File: src/design/icpfg_pkg.sv
// Package for the isolated CAN transceiver fault guard
package icpfg_pkg;
	// Internal timebase
	localparam int unsigned CLK_HZ           = 10_000_000;
	localparam int unsigned CLK_PERIOD_NS    = 100;
	// Watchdog limit in microseconds; must sit within 1200..3800
	localparam int unsigned DOM_TIMEOUT_US   = 2000;
	localparam int unsigned DOM_TIMEOUT_CYC  = DOM_TIMEOUT_US * (CLK_HZ / 1_000_000);
	// Supply recovery delay in microseconds
	localparam int unsigned RECOVERY_US      = 300;
	localparam int unsigned RECOVERY_CYC     = RECOVERY_US * (CLK_HZ / 1_000_000);
	localparam int unsigned MAX_DOM_BITS     = 11;
	localparam int unsigned CNT_W            = 16;
	localparam int unsigned FIFO_DEPTH       = 4;
	localparam logic        TX_RESET_VAL     = 1'b1;
	localparam logic        RX_RESET_VAL     = 1'b1;

	// Supply and thermal monitor flags
	typedef struct packed {
		logic thermal_trip;
		logic logic_side_undervolt;
		logic bus_side_undervolt;
	} icpfg_mon_t;

	// Word carried through the receive FIFO
	typedef struct packed {
		logic bus_dominant;
		logic guard_active;
	} icpfg_rx_t;

	typedef enum logic [2:0] {
		ST_PROT  = 3'b001,
		ST_RECOV = 3'b010,
		ST_FUNC  = 3'b100
	} icpfg_st_t;
endpackage

File: src/design/icpfg_fifo.sv
// Small synchronous FIFO with valid and ready on both sides
module icpfg_fifo #(
	parameter int unsigned WIDTH = 2,
	parameter int unsigned DEPTH = 4
) (
	input  wire logic             clk_i,
	input  wire logic             nrst_i,
	input  wire logic [WIDTH-1:0] in_data_i,
	input  wire logic             in_valid_i,
	output logic                  in_ready_o,
	output logic      [WIDTH-1:0] out_data_o,
	output logic                  out_valid_o,
	input  wire logic             out_ready_i
);
	localparam int unsigned AW = $clog2(DEPTH);
	logic [WIDTH-1:0] mem_q [DEPTH];
	logic [AW-1:0]    wr_q;
	logic [AW-1:0]    rd_q;
	logic [AW:0]      cnt_q;
	logic             push;
	logic             pop;

	assign in_ready_o  = (cnt_q != (AW+1)'(DEPTH));
	assign out_valid_o = (cnt_q != '0);
	assign push        = in_valid_i && in_ready_o;
	assign pop         = out_valid_o && out_ready_i;
	assign out_data_o  = mem_q[rd_q];

	always_ff @(posedge clk_i) begin
		if (push) begin
			mem_q[wr_q] <= in_data_i;
		end
	end

	always_ff @(posedge clk_i or negedge nrst_i) begin
		if (!nrst_i) begin
			wr_q  <= '0;
			rd_q  <= '0;
			cnt_q <= '0;
		end else begin
			if (push) begin
				wr_q <= (wr_q == AW'(DEPTH-1)) ? '0 : wr_q + AW'(1);
			end
			if (pop) begin
				rd_q <= (rd_q == AW'(DEPTH-1)) ? '0 : rd_q + AW'(1);
			end
			cnt_q <= cnt_q + (AW+1)'(push) - (AW+1)'(pop);
		end
	end
endmodule

File: src/design/icpfg_top.sv
// Digital control of an isolated CAN transceiver with driver fault guards
// Notes on behaviour
// - Low transmit drives dominant; high leaves recessive
// - Receive output low dominant, high recessive
// - Watchdog starts on each transmit falling edge
// - Timeout without rising edge disables driver
// - Recessive transmit clears timeout, re-enables driver
// - Receive path and recessive bias during timeout
// - Over-temperature turns driver off, receiver stays
// - Thermal shutdown latched until release margin reached
// - Both supplies good: fully functional
// - Either undervoltage gives protected state
// - Bus supply low: outputs off, receive high
// - Recovery delay after undervoltage clears
module icpfg_top
	import icpfg_pkg::*;
#(
	parameter int unsigned DOM_CYC = DOM_TIMEOUT_CYC,
	parameter int unsigned REC_CYC = RECOVERY_CYC
) (
	input  wire logic       clk_i,
	input  wire logic       nrst_i,
	input  wire logic       host_tx_i,
	output logic            host_rx_o,
	input  wire logic       bus_dominant_i,
	input  wire icpfg_mon_t mon_i,
	input  wire logic       thermal_release_margin_i,
	output logic            drv_dominant_o,
	output logic            bias_recessive_o,
	output logic            bus_hiz_o,
	output logic            dominant_watchdog_o,
	output logic            thermal_trip_o,
	output logic            functional_o,
	output logic            rx_overflow_o
);
	logic [1:0]      tx_sync_q;
	logic            tx_q;
	logic            tx_fall;
	icpfg_mon_t      mon_s1_q;
	icpfg_mon_t      mon_q;
	logic            rel_s1_q;
	logic            rel_q;
	logic [CNT_W-1:0] dom_cnt_q;
	logic            dom_to_q;
	logic            tsd_q;
	icpfg_st_t       st_q;
	logic [CNT_W-1:0] rec_cnt_q;
	logic            drv_en;
	logic            in_ready;
	icpfg_rx_t       rx_word;
	icpfg_rx_t       rx_out;
	logic            rx_valid;

	// Transmit is two-stage synchronized; edge logic compares the second stage with its delayed copy tx_q
	always_ff @(posedge clk_i or negedge nrst_i) begin
		if (!nrst_i) begin
			tx_sync_q <= {TX_RESET_VAL, TX_RESET_VAL};
			tx_q      <= TX_RESET_VAL;
		end else begin
			tx_sync_q <= {tx_sync_q[0], host_tx_i};
			tx_q      <= tx_sync_q[1];
		end
	end
	assign tx_fall = tx_q && !tx_sync_q[1];

	// Monitor flags are synchronized; first stage feeds only the second
	always_ff @(posedge clk_i or negedge nrst_i) begin
		if (!nrst_i) begin
			mon_s1_q <= '{thermal_trip: 1'b0, logic_side_undervolt: 1'b1, bus_side_undervolt: 1'b1};
			mon_q    <= '{thermal_trip: 1'b0, logic_side_undervolt: 1'b1, bus_side_undervolt: 1'b1};
			rel_s1_q <= 1'b0;
			rel_q    <= 1'b0;
		end else begin
			mon_s1_q <= mon_i;
			mon_q    <= mon_s1_q;
			rel_s1_q <= thermal_release_margin_i;
			rel_q    <= rel_s1_q;
		end
	end

	// Dominant watchdog; a stuck low host cannot hold the bus forever
	always_ff @(posedge clk_i or negedge nrst_i) begin
		if (!nrst_i) begin
			dom_cnt_q <= '0;
			dom_to_q  <= 1'b0;
		end else if (tx_sync_q[1]) begin
			dom_cnt_q <= '0;
			dom_to_q  <= 1'b0;
		end else if (tx_fall) begin
			dom_cnt_q <= CNT_W'(1);
		end else if (!dom_to_q) begin
			if (dom_cnt_q >= CNT_W'(DOM_CYC - 1)) begin
				dom_to_q <= 1'b1;
			end else begin
				dom_cnt_q <= dom_cnt_q + CNT_W'(1);
			end
		end
	end

	// Thermal shutdown latch; the set wins over the release
	always_ff @(posedge clk_i or negedge nrst_i) begin
		if (!nrst_i) begin
			tsd_q <= 1'b0;
		end else if (mon_q.thermal_trip) begin
			tsd_q <= 1'b1;
		end else if (rel_q) begin
			tsd_q <= 1'b0;
		end
	end

	// Supply state; resets into protected and waits out the recovery delay
	always_ff @(posedge clk_i or negedge nrst_i) begin
		if (!nrst_i) begin
			st_q      <= ST_PROT;
			rec_cnt_q <= '0;
		end else if (mon_q.logic_side_undervolt || mon_q.bus_side_undervolt) begin
			st_q      <= ST_PROT;
			rec_cnt_q <= '0;
		end else begin
			unique case (st_q)
				ST_PROT: begin
					st_q      <= ST_RECOV;
					rec_cnt_q <= '0;
				end
				ST_RECOV: begin
					if (rec_cnt_q >= CNT_W'(REC_CYC - 1)) begin
						st_q <= ST_FUNC;
					end else begin
						rec_cnt_q <= rec_cnt_q + CNT_W'(1);
					end
				end
				ST_FUNC: begin
					st_q <= ST_FUNC;
				end
				default: begin
					st_q <= ST_PROT;
				end
			endcase
		end
	end

	// Supply flags gate directly, so the driver never outlives a supply fault by one cycle
	assign drv_en = (st_q == ST_FUNC) && !dom_to_q && !tsd_q
		&& !mon_q.logic_side_undervolt && !mon_q.bus_side_undervolt;

	// Driver outputs registered; bus follows transmit only when all guards are clear
	always_ff @(posedge clk_i or negedge nrst_i) begin
		if (!nrst_i) begin
			drv_dominant_o   <= 1'b0;
			bias_recessive_o <= 1'b0;
			bus_hiz_o        <= 1'b1;
		end else begin
			drv_dominant_o   <= drv_en && !tx_sync_q[1];
			bias_recessive_o <= !mon_q.bus_side_undervolt;
			bus_hiz_o        <= mon_q.bus_side_undervolt;
		end
	end

	// Receive samples pass a short FIFO; drain stalls only while not functional
	assign rx_word = '{bus_dominant: bus_dominant_i, guard_active: dom_to_q || tsd_q};

	icpfg_fifo #(
		.WIDTH ($bits(icpfg_rx_t)),
		.DEPTH (FIFO_DEPTH)
	) u_rx_fifo (
		.clk_i       (clk_i),
		.nrst_i      (nrst_i),
		.in_data_i   (rx_word),
		.in_valid_i  (1'b1),
		.in_ready_o  (in_ready),
		.out_data_o  (rx_out),
		.out_valid_o (rx_valid),
		.out_ready_i (st_q == ST_FUNC)
	);

	// Bus supply low forces receive high; so does any state but functional, which logic supply low brings
	always_ff @(posedge clk_i or negedge nrst_i) begin
		if (!nrst_i) begin
			host_rx_o     <= RX_RESET_VAL;
			rx_overflow_o <= 1'b0;
		end else begin
			rx_overflow_o <= !in_ready;
			if (mon_q.bus_side_undervolt || st_q != ST_FUNC) begin
				host_rx_o <= RX_RESET_VAL;
			end else if (rx_valid) begin
				host_rx_o <= !rx_out.bus_dominant;
			end
		end
	end

	assign dominant_watchdog_o = dom_to_q;
	assign thermal_trip_o      = tsd_q;
	assign functional_o        = (st_q == ST_FUNC);

	property p_tx_dom;
		@(posedge clk_i) disable iff (!nrst_i)
		(drv_en && !tx_sync_q[1]) |=> drv_dominant_o;
	endproperty
	a_tx_dom: assert property (p_tx_dom) else $error("dominant not driven");

	property p_rx_high_prot;
		@(posedge clk_i) disable iff (!nrst_i)
		(st_q != ST_FUNC) |=> host_rx_o;
	endproperty
	a_rx_high_prot: assert property (p_rx_high_prot) else $error("rx not high");

	property p_timeout;
		@(posedge clk_i) disable iff (!nrst_i)
		(dom_cnt_q == CNT_W'(DOM_CYC - 1) && !tx_sync_q[1] && !tx_fall) |=> dom_to_q;
	endproperty
	a_timeout: assert property (p_timeout) else $error("timeout missed");

	property p_clear;
		@(posedge clk_i) disable iff (!nrst_i)
		tx_sync_q[1] |=> !dom_to_q;
	endproperty
	a_clear: assert property (p_clear) else $error("timeout not cleared");

	property p_restart;
		@(posedge clk_i) disable iff (!nrst_i)
		tx_fall |=> (dom_cnt_q == CNT_W'(1));
	endproperty
	a_restart: assert property (p_restart) else $error("timer not restarted");

	property p_guard_off;
		@(posedge clk_i) disable iff (!nrst_i)
		(dom_to_q || tsd_q) |=> !drv_dominant_o;
	endproperty
	a_guard_off: assert property (p_guard_off) else $error("driver active in fault");

	property p_tsd_hold;
		@(posedge clk_i) disable iff (!nrst_i)
		(tsd_q && !rel_q) |=> tsd_q;
	endproperty
	a_tsd_hold: assert property (p_tsd_hold) else $error("thermal released early");

	property p_uv_prot;
		@(posedge clk_i) disable iff (!nrst_i)
		(mon_q.logic_side_undervolt || mon_q.bus_side_undervolt) |=> (st_q == ST_PROT);
	endproperty
	a_uv_prot: assert property (p_uv_prot) else $error("not protected");

	property p_hiz;
		@(posedge clk_i) disable iff (!nrst_i)
		mon_q.bus_side_undervolt |=> (bus_hiz_o && !drv_dominant_o);
	endproperty
	a_hiz: assert property (p_hiz) else $error("bus not released");

	property p_recover;
		@(posedge clk_i) disable iff (!nrst_i)
		$rose(st_q == ST_RECOV) |-> (st_q != ST_FUNC) [*8];
	endproperty
	a_recover: assert property (p_recover) else $error("recovery too short");

	property p_tx_recess;
		@(posedge clk_i) disable iff (!nrst_i)
		tx_sync_q[1] |=> !drv_dominant_o;
	endproperty
	a_tx_recess: assert property (p_tx_recess) else $error("driven while recessive");

	property p_rx_mirror;
		@(posedge clk_i) disable iff (!nrst_i)
		(st_q == ST_FUNC && !mon_q.bus_side_undervolt && rx_valid)
			|=> (host_rx_o == !$past(rx_out.bus_dominant));
	endproperty
	a_rx_mirror: assert property (p_rx_mirror) else $error("rx not mirroring");

	property p_wd_len;
		@(posedge clk_i) disable iff (!nrst_i)
		$rose(dom_to_q) |-> (dom_cnt_q == CNT_W'(DOM_CYC - 1));
	endproperty
	a_wd_len: assert property (p_wd_len) else $error("timeout at wrong count");

	property p_cnt_run;
		@(posedge clk_i) disable iff (!nrst_i)
		(!tx_sync_q[1] && !tx_fall && !dom_to_q && dom_cnt_q < CNT_W'(DOM_CYC - 1))
			|=> (dom_cnt_q == $past(dom_cnt_q) + CNT_W'(1));
	endproperty
	a_cnt_run: assert property (p_cnt_run) else $error("timer not counting");

	property p_wd_hold;
		@(posedge clk_i) disable iff (!nrst_i)
		(dom_to_q && !tx_sync_q[1]) |=> dom_to_q;
	endproperty
	a_wd_hold: assert property (p_wd_hold) else $error("timeout dropped early");

	property p_wd_bias;
		@(posedge clk_i) disable iff (!nrst_i)
		(dom_to_q && !mon_q.bus_side_undervolt) |=> bias_recessive_o;
	endproperty
	a_wd_bias: assert property (p_wd_bias) else $error("bias lost in timeout");

	property p_rx_wd;
		@(posedge clk_i) disable iff (!nrst_i)
		(dom_to_q && st_q == ST_FUNC && !mon_q.bus_side_undervolt && rx_valid)
			|=> (host_rx_o == !$past(rx_out.bus_dominant));
	endproperty
	a_rx_wd: assert property (p_rx_wd) else $error("rx frozen in timeout");

	property p_tsd_set;
		@(posedge clk_i) disable iff (!nrst_i)
		mon_q.thermal_trip |=> tsd_q;
	endproperty
	a_tsd_set: assert property (p_tsd_set) else $error("thermal trip missed");

	property p_rx_tsd;
		@(posedge clk_i) disable iff (!nrst_i)
		(tsd_q && st_q == ST_FUNC && !mon_q.bus_side_undervolt && rx_valid)
			|=> (host_rx_o == !$past(rx_out.bus_dominant));
	endproperty
	a_rx_tsd: assert property (p_rx_tsd) else $error("rx frozen in thermal");

	property p_tsd_release;
		@(posedge clk_i) disable iff (!nrst_i)
		(tsd_q && rel_q && !mon_q.thermal_trip) |=> !tsd_q;
	endproperty
	a_tsd_release: assert property (p_tsd_release) else $error("thermal stuck");

	property p_bias_ok;
		@(posedge clk_i) disable iff (!nrst_i)
		!mon_q.bus_side_undervolt |=> (bias_recessive_o && !bus_hiz_o);
	endproperty
	a_bias_ok: assert property (p_bias_ok) else $error("bias missing");

	property p_prot_drv;
		@(posedge clk_i) disable iff (!nrst_i)
		(st_q != ST_FUNC) |=> !drv_dominant_o;
	endproperty
	a_prot_drv: assert property (p_prot_drv) else $error("driven while protected");

	property p_mon_sync;
		@(posedge clk_i) disable iff (!nrst_i)
		1'b1 |=> (mon_s1_q == $past(mon_i) && mon_q == $past(mon_s1_q));
	endproperty
	a_mon_sync: assert property (p_mon_sync) else $error("monitor sync broken");

	property p_tx_sync;
		@(posedge clk_i) disable iff (!nrst_i)
		1'b1 |=> (tx_sync_q[1] == $past(tx_sync_q[0]));
	endproperty
	a_tx_sync: assert property (p_tx_sync) else $error("transmit sync broken");

	c_timeout: cover property (@(posedge clk_i) disable iff (!nrst_i) $rose(dom_to_q));
	c_thermal: cover property (@(posedge clk_i) disable iff (!nrst_i) $fell(tsd_q));
	c_func:    cover property (@(posedge clk_i) disable iff (!nrst_i) $rose(st_q == ST_FUNC));
	c_dom:     cover property (@(posedge clk_i) disable iff (!nrst_i) $rose(drv_dominant_o));
	c_hiz:     cover property (@(posedge clk_i) disable iff (!nrst_i) $rose(bus_hiz_o));
endmodule

File: config.mk
export PLATFORM = sky130hd
export DESIGN_NAME = icpfg_top
export DESIGN_NICKNAME = d
export VERILOG_FILES = /design/src/design/icpfg_pkg.sv /design/src/design/icpfg_fifo.sv /design/src/design/icpfg_top.sv
export SDC_FILE = /design/constraint.sdc
export NUM_CORES = 1
export LEC_CHECK = 0
export BUFFER_PORTS_ARGS = -buffer_cell sky130_fd_sc_hd__buf_2
export CAP_MARGIN = 15
export CORE_MARGIN = 2
export CORE_UTILIZATION = 35
export CTS_BUF_LIST = sky130_fd_sc_hd__clkbuf_2 sky130_fd_sc_hd__clkbuf_4 sky130_fd_sc_hd__clkbuf_8
export DETAILED_ROUTE_END_ITERATION = 8
export GPL_TIMING_DRIVEN = 0
export PLACE_DENSITY = 0.49
export SETUP_SLACK_MARGIN = 0.05
export SYNTH_ARGS = -nofsm -noshare
export SYNTH_HDL_FRONTEND = slang
export SYNTH_SLANG_ARGS = --single-unit
File: constraint.sdc
create_clock -name clk_i -period 4 [get_ports clk_i]
set_clock_uncertainty 0.15 [all_clocks]
set_input_delay 0.6 -clock clk_i [delete_from_list [all_inputs] [get_ports clk_i]]
set_output_delay 0.6 -clock clk_i [all_outputs]
set_load 0.1 [all_outputs]
==> metrics.yaml, run 1 <==
global_route:
  grt_pass1_wl_um: 9425
  grt_max_degree: 41
  antenna_found_initial: 0
  track_usage_pct: 13.46
  grt_pass1_vias: 1993
  grt-ovfl-total: 0
sta:
  finalHoldViolations: 0
  fmax_mhz: 420.7
  finalCriticalPeriod_ps: 2377
  fin_crit_sh_pct: 59.42
  maxSlewHeadroom_pct: 65.35
  rsz0062_at_grt: "no"
  worst_slew_pin_slew_ps: 519.8
  setup_viol: 0
  setup_tns_ps: 0
  report.final.slew_viol_count: 0
logic_synthesis:
  synth_top_cell_by_area: "dfrtp_1"
  async_reset_ff_share_pct: 93.75
  avgSynthCellArea_um2: 10.92
  syn-num-nets: 289
  synth.top_cells.by_area: "dfrtp_1, dfstp_2, xnor2_1, edfxtp_1, ha_1"
  seq_area_frac_synth_pct: 55.22
  syn_inst: 271
  syn_area_mm2: 0.002959
  synth.distinct_cells: 50
  synth-seq-cells: 64
  netlist.area_leader.share_pct: 42.28
  synth_edf_count: 4
  ys.flop_type: "dfrtp_1"
  yosysWarnings: 0
clock_tree:
  cts_made_buffers: 9
  path_clk_slew_ps: 80
  htreeDepth: 3
  cts_root_buf: "clkbuf_8"
  cts-resized-gates: 0
  clock_sinks: 64
  postCtsSetupBuffers: 0
  cts_hold_buf: 0
  clk_path_buf_depth: 2
  cts_tree: "built"
  insertion_delay_ps: 340
route:
  ant_nets: 0
  wl_per_cell_um: 13.12
  drt_pre_antenna_iters: 4
  post-route-drc-count: 0
  avgViaCountPerCell: 4.998
  vias: 2039
  first_iter_violations: 76
  wl_um: 5351
setup_path:
  rr_worst_depth: 7
  worstPathArrival_ps: 2460
  worst-setup-path-type: "reg -> reg"
  crit_path_max_fanout: 8
  worstSetupEndpointType: "register"
  crit_required_ps: 4080
  crit_path_start_kind: "register"
pwr:
  switchingPower_mw: 0.3157
  combinationalPowerShare_pct: 4.4
  seqPwrFrac_pct: 52.7
  ir_drop_mv: 0.1759
  p_clk_share_pct: 42.9
  swShare_pct: 24.56
  p_int_mw: 0.9695
  leakagePower_nw: 1.424
  power_density_mw_per_mm2: 380.3
die:
  pin_count: 16
  core-area_mm2: 0.008217
  die_area_mm2: 0.009206
  rows: 33
  die_y_um: 95.95
  initial_core_util_pct: 36.01
  dieWidth_um: 95.95
placement:
  gp_congestion: 0.7784
  io_buffers: 15
  place_area_mm2: 0.003186
  dp_hpwl_um: 3722
run_status:
  outcome: "finished clean"
layout:
  final_nets: 316
  n_antenna_cell: 0
  final_common_cell: "dfrtp_1"
  final_cell_mix: "dfrtp_1, nor2_1, buf_2, inv_1, nand2_1"
  area_delta_synth_final_pct: 14.21
  stdcell_area_mm2: 0.003379
  layout-drive-gt1-share_pct: 19.80
  fillers: 809
worst_hold_path:
  hp-class: "in -> async"
flow_run:
  max_cap_violations: 0
==> routing by layer <==
metal,vias to the layer above,wire (µm),GRT usage (%)
met4,0,114,7.143
met1,1001,2688,18.30
met2,19,2398,19.87
li1,1008,-,-
met5,-,0,0
met3,11,150,3.211
==> worst max-delay path, cell delays in order, from the launching register on <==
cell and delay (ps):
dfrtp_1 420, ha_1 250, and4_4 210, or4_4 410, buf_6 150, a2111oi_2 370, nand4_1 170, mux2i_1 140
==> synth_stat cells (2+ instances only) <==
library cell,instances
nor3_1,6
a21oi_1,3
or3_1,8
clkbuf_1,4
and2_1,6
and3_1,3
dfstp_2,10
ha_1,9
a21oi_2,2
mux2i_1,3
mux2_2,3
o21a_1,2
nand2b_1,2
edfxtp_1,4
nor4_1,6
a2111oi_0,2
nand3_1,9
nor2_1,27
nand2_1,17
o21ai_0,12
buf_2,3
o31ai_1,3
a211oi_1,8
a31oi_1,2
dfrtp_1,50
nor3b_1,2
xnor2_1,14
a2111oi_2,2
nor2b_1,4
inv_1,17
or2_2,2
nand4_1,8
==> flip-flops by register name, summed over array words and instances (netlist names), 2 cells and up <==
name             cells
mon_q                3
u_rx_fifo.wr_q       2
u_rx_fifo.mem_q      4
dom_cnt_q           16
st_q                 3
mon_s1_q             3
rec_cnt_q           16
u_rx_fifo.rd_q       2
tx_sync_q            2
u_rx_fifo.cnt_q      3
==> through the flow <==
step	cells	power (mW)	utilization [%]	setup slack, ps	hold slack, ps
after floorplan	271	0.7203	-	1669	154.4
after global placement	391	0.7449	38.53	1642	184.4
after detailed placement	392	0.7478	38.77	1601	195.8
after CTS	408	1.306	41.13	1594	84.40
after global routing	408	1.347	41.13	1443	97.42
final	408	1.285	41.13	1623	70.08
==> final cells by class <==
class                           instances  area [µm²]  share of cell area, %
Timing Repair Buffer                   16       95.09                  2.814
Buffer                                  8       41.29                  1.222
Multi-Input combinational cell        182        1220                  36.10
Sequential cell                        64        1634                  48.35
Inverter                               17       63.81                  1.888
Tap cell                              105       131.4                  3.887
Clock buffer                            9       123.9                  3.665
Clock inverter                          7       70.07                  2.073
==> worst paths after layout <==
kind,from,end,slack (ps)
max,dom_cnt_q[0],dom_cnt_q[11],1620
min,nrst_i,dom_cnt_q[8],70
max reg2reg,dom_cnt_q[0],dom_cnt_q[11],1620
min reg2reg,tx_sync_q[0],tx_sync_q[1],210
max in group asynchronous,nrst_i,mon_s1_q[0],2970
min in group clk_i,host_tx_i,tx_sync_q[0],200
==> logic make-up (layout without fill, tap and decap cells) <==
logic type | count (synthesis) | count (layout) | synth area share (%)
AOI/OAI and AO/OA | 43 | 43 | 10.32
xor gates and xnor gates | 15 | 15 | 4.440
adders and majority gates | 10 | 10 | 4.482
buffers and inverters | 25 | 57 | 3.551
DFF | 64 | 64 | 55.22
muxes | 7 | 7 | 2.917
and+or+nand+nor | 107 | 107 | 19.07
==> power by group through the flow <==
stage | clock (mW) | combinational [mW] | sequential [mW]
floorplan | 0 | 0.0170 | 0.703
global placement | 0 | 0.0558 | 0.689
detailed placement | 0 | 0.0583 | 0.689
CTS | 0.570 | 0.0587 | 0.677
global route | 0.604 | 0.0636 | 0.679
finish | 0.552 | 0.0566 | 0.677
(Power assumes the default switching activity.)
==> run 2, diff against run 1 <==
--- a/config.mk
+++ b/config.mk
@@ -12,7 +12,7 @@
 export CTS_BUF_LIST = sky130_fd_sc_hd__clkbuf_2 sky130_fd_sc_hd__clkbuf_4 sky130_fd_sc_hd__clkbuf_8
 export DETAILED_ROUTE_END_ITERATION = 8
 export GPL_TIMING_DRIVEN = 0
-export PLACE_DENSITY = 0.49
+export PLACE_DENSITY = 0.5
 export SETUP_SLACK_MARGIN = 0.05
 export SYNTH_ARGS = -nofsm -noshare
 export SYNTH_HDL_FRONTEND = slang
==> constraint.sdc (replaced) <==
create_clock -name clk_i -period 2.1 [get_ports clk_i]
set_clock_uncertainty 0.15 [all_clocks]
set_input_delay 0.315 -clock clk_i [delete_from_list [all_inputs] [get_ports clk_i]]
set_output_delay 0.315 -clock clk_i [all_outputs]
set_load 0.1 [all_outputs]
==> metrics.yaml, run 2 (synthesis gave the netlist of run 1 again) <==
sta:
  finalHoldViolations: 0  # unchanged
  setup_ws_ps: -70.10  # -1693 ps
  fin_crit_sh_pct: 103.3  # +44 points
  maxSlewHeadroom_pct: 52.15  # -13 points
  setup_tns_ps: -100.2  # -100.2 ps
  setup_viol: 2  # +2
  finalCriticalPeriod_ps: 2170  # -206.7 ps
  worst_slew_pin_slew_ps: 717.7  # +197.9 ps
  report.final.slew_viol_count: 0  # unchanged
  fmax_mhz: 460.8  # +9.5%
  rsz0062_at_grt: "yes"
global_route:
  grt_max_degree: 32  # -22%
  grt-ovfl-total: 0  # unchanged
  grt_pass1_vias: 2087  # +4.7%
  track_usage_pct: 14.36  # +0.90 points
  antenna_found_initial: 0  # unchanged
  grt_pass1_wl_um: 9963  # +5.7%
setup_path:
  crit_path_start_kind: "register"
  cp_top_family: "simple AND/OR/NAND/NOR gates"
  worstPathArrival_ps: 2250  # -210 ps
  worstSetupEndpointType: "register"
  path_cells: "ha_2 > and4_4 > or4_4 > buf_8 > a2111oi_4 > nand4_1 > mux2i_1"
  crit_path_max_fanout: 8  # unchanged
  cp_slowest_cell: "or4_4"
  crit_required_ps: 2180  # -1900 ps
  rr_endpoint: "dom_cnt_q[11]"
  worst-setup-path-type: "reg -> reg"
  critPathBufInv: 1  # unchanged
  rr_worst_depth: 7  # unchanged
  slowest_delay_ps: 420  # about the same
  r2r-start: "dom_cnt_q[0]"
  ff2ff_setup_slack_ps: -70  # -1690 ps
worst_hold_path:
  hp-class: "in -> reg"
  min-delay-start: "bus_dominant_i"
  whs_path_depth: 1
  min_to: "u_rx_fifo.mem_q[3][1]"
pwr:
  seqPwrFrac_pct: 46.8  # -5.9 points
  switchingPower_mw: 0.6114  # +94%
  combinationalPowerShare_pct: 5.1  # +0.7 points
  ir_drop_mv: 0.2717  # +55%
  p_clk_share_pct: 48.2  # +5.3 points
  p_int_mw: 2.148  # +120%
  swShare_pct: 22.16  # -2.4 points
  leakagePower_nw: 1.612  # +13%
  power_density_mw_per_mm2: 718.9  # +89%
clock_tree:
  cts_root_buf: "clkbuf_8"
  htreeDepth: 3  # unchanged
  path_clk_slew_ps: 80  # about the same
  cts_tree: "built"
  cts_made_buffers: 9  # unchanged
  clk_path_buf_depth: 2  # unchanged
  clock_sinks: 64  # unchanged
  insertion_delay_ps: 340  # about the same
layout:
  final_common_cell: "dfrtp_1"
  finalCoreUtilization_pct: 46.70  # +5.6 points
  final_nets: 337  # +6.6%
  reg_top3: "dom_cnt_q: 16 flops, rec_cnt_q: 16 flops, u_rx_fifo.mem_q: 4 flops"
  area_delta_synth_final_pct: 29.68
  layout-drive-gt1-share_pct: 30.86  # +11 points
  n_antenna_cell: 0  # unchanged
  final_cell_mix: "dfrtp_1, nor2_1, buf_4, inv_1, nand2_1"
route:
  avgViaCountPerCell: 4.956  # -0.84%
  post-route-drc-count: 0  # unchanged
  wl_per_cell_um: 13.56  # +3.4%
  wl_um: 5817  # +8.7%
  first_iter_violations: 76  # unchanged
  drt_pre_antenna_iters: 5  # +1
  ant_nets: 0  # unchanged
  vias: 2126  # +4.3%
die:
  die_y_um: 95.95  # unchanged
  core-area_mm2: 0.008217  # unchanged
  rows: 33  # unchanged
  initial_core_util_pct: 36.01  # unchanged
  dieWidth_um: 95.95  # unchanged
  die_area_mm2: 0.009206  # unchanged
  pin_count: 16  # unchanged
placement:
  dp_hpwl_um: 3765  # +1.2%
  io_buffers: 15  # unchanged
  gp_congestion: 0.7789  # about the same
flow_run:
  max_cap_violations: 0  # unchanged
run_status:
  outcome: "complete, but fails checks"
  violations: "setup timing"
[run 2: changes by cell type in the layout (fill, tap and decap cells not counted), sizes merged]
cell / delta
inv: -1
clkinv: -1
buf: +17
clkinvlp: -1
clkbuf: -1
bufinv: +2
dlygate4sd3: +6
[run 2: layer usage]
layer  part of all wire [%]  wire length, µm  up-vias  global-route usage (%)
met4                    1.3               75        0                   7.143
li1                       -                -     1053                       -
met5                      0                0        -                       0
met1                     49             2855     1047                   19.61
met2                     47             2746       19                   21.27
met3                    2.4              139        7                   3.524
[run 2: power groups by stage]
stage / combinational, mW / sequential, mW / clock [mW]
floorplan: 0.0336 / 1.34 / 0
global placement: 0.108 / 1.31 / 0
detailed placement: 0.114 / 1.31 / 0
CTS: 0.135 / 1.29 / 1.37
global route: 0.155 / 1.29 / 1.44
finish: 0.140 / 1.29 / 1.33
[run 2: cell type report]
type | count | area (µm²)
plain buffers | 6 | 57.56
flip-flops and latches | 64 | 1639
inverters | 17 | 63.81
clock inverters | 6 | 115.1
fillers | 777 | 4379
well taps | 105 | 131.4
repair buffers | 39 | 285.3
clock buffers | 10 | 137.6
multi-input cells | 182 | 1408
[run 2: repair_timing]
action	4_1_cts	5_1_grt
resized for setup	15	24
setup buffers	8	9
pin swaps	5	9
endpoints found under the hold margin	29	0
hold buffers	6	0
endpoints found under the setup margin	35	31
[run 2: worst max-delay path by stage]
stage / start / slack (ps) / to / depth (start not counted)
2_1_floorplan: dom_cnt_q[0] / 20 / dom_cnt_q[11] / 7
3_3_place_gp: rec_cnt_q[0] / -280 / rec_cnt_q[3] / 8
3_5_place_dp: rec_cnt_q[0] / -280 / rec_cnt_q[5] / 8
4_1_cts: dom_cnt_q[1] / -60 / dom_cnt_q[11] / 7
5_1_grt: dom_cnt_q[1] / -140 / dom_cnt_q[11] / 7
6_report: dom_cnt_q[0] / -70 / dom_cnt_q[11] / 7
[run 2: through the flow]
step                      power [mW]  setup WS (ps)  cells  hold WS, ps  cell area, µm²
after global routing           2.887         -138.2    429        27.83            3837
final                          2.759         -70.10    429        38.63            3837
after global placement         1.422         -279.1    391        183.9            3213
after detailed placement       1.428         -276.4    392        191.0            3233
after floorplan                1.374          22.94    271       -130.6            3007
after CTS                      2.793         -56.30    420        22.29            3659
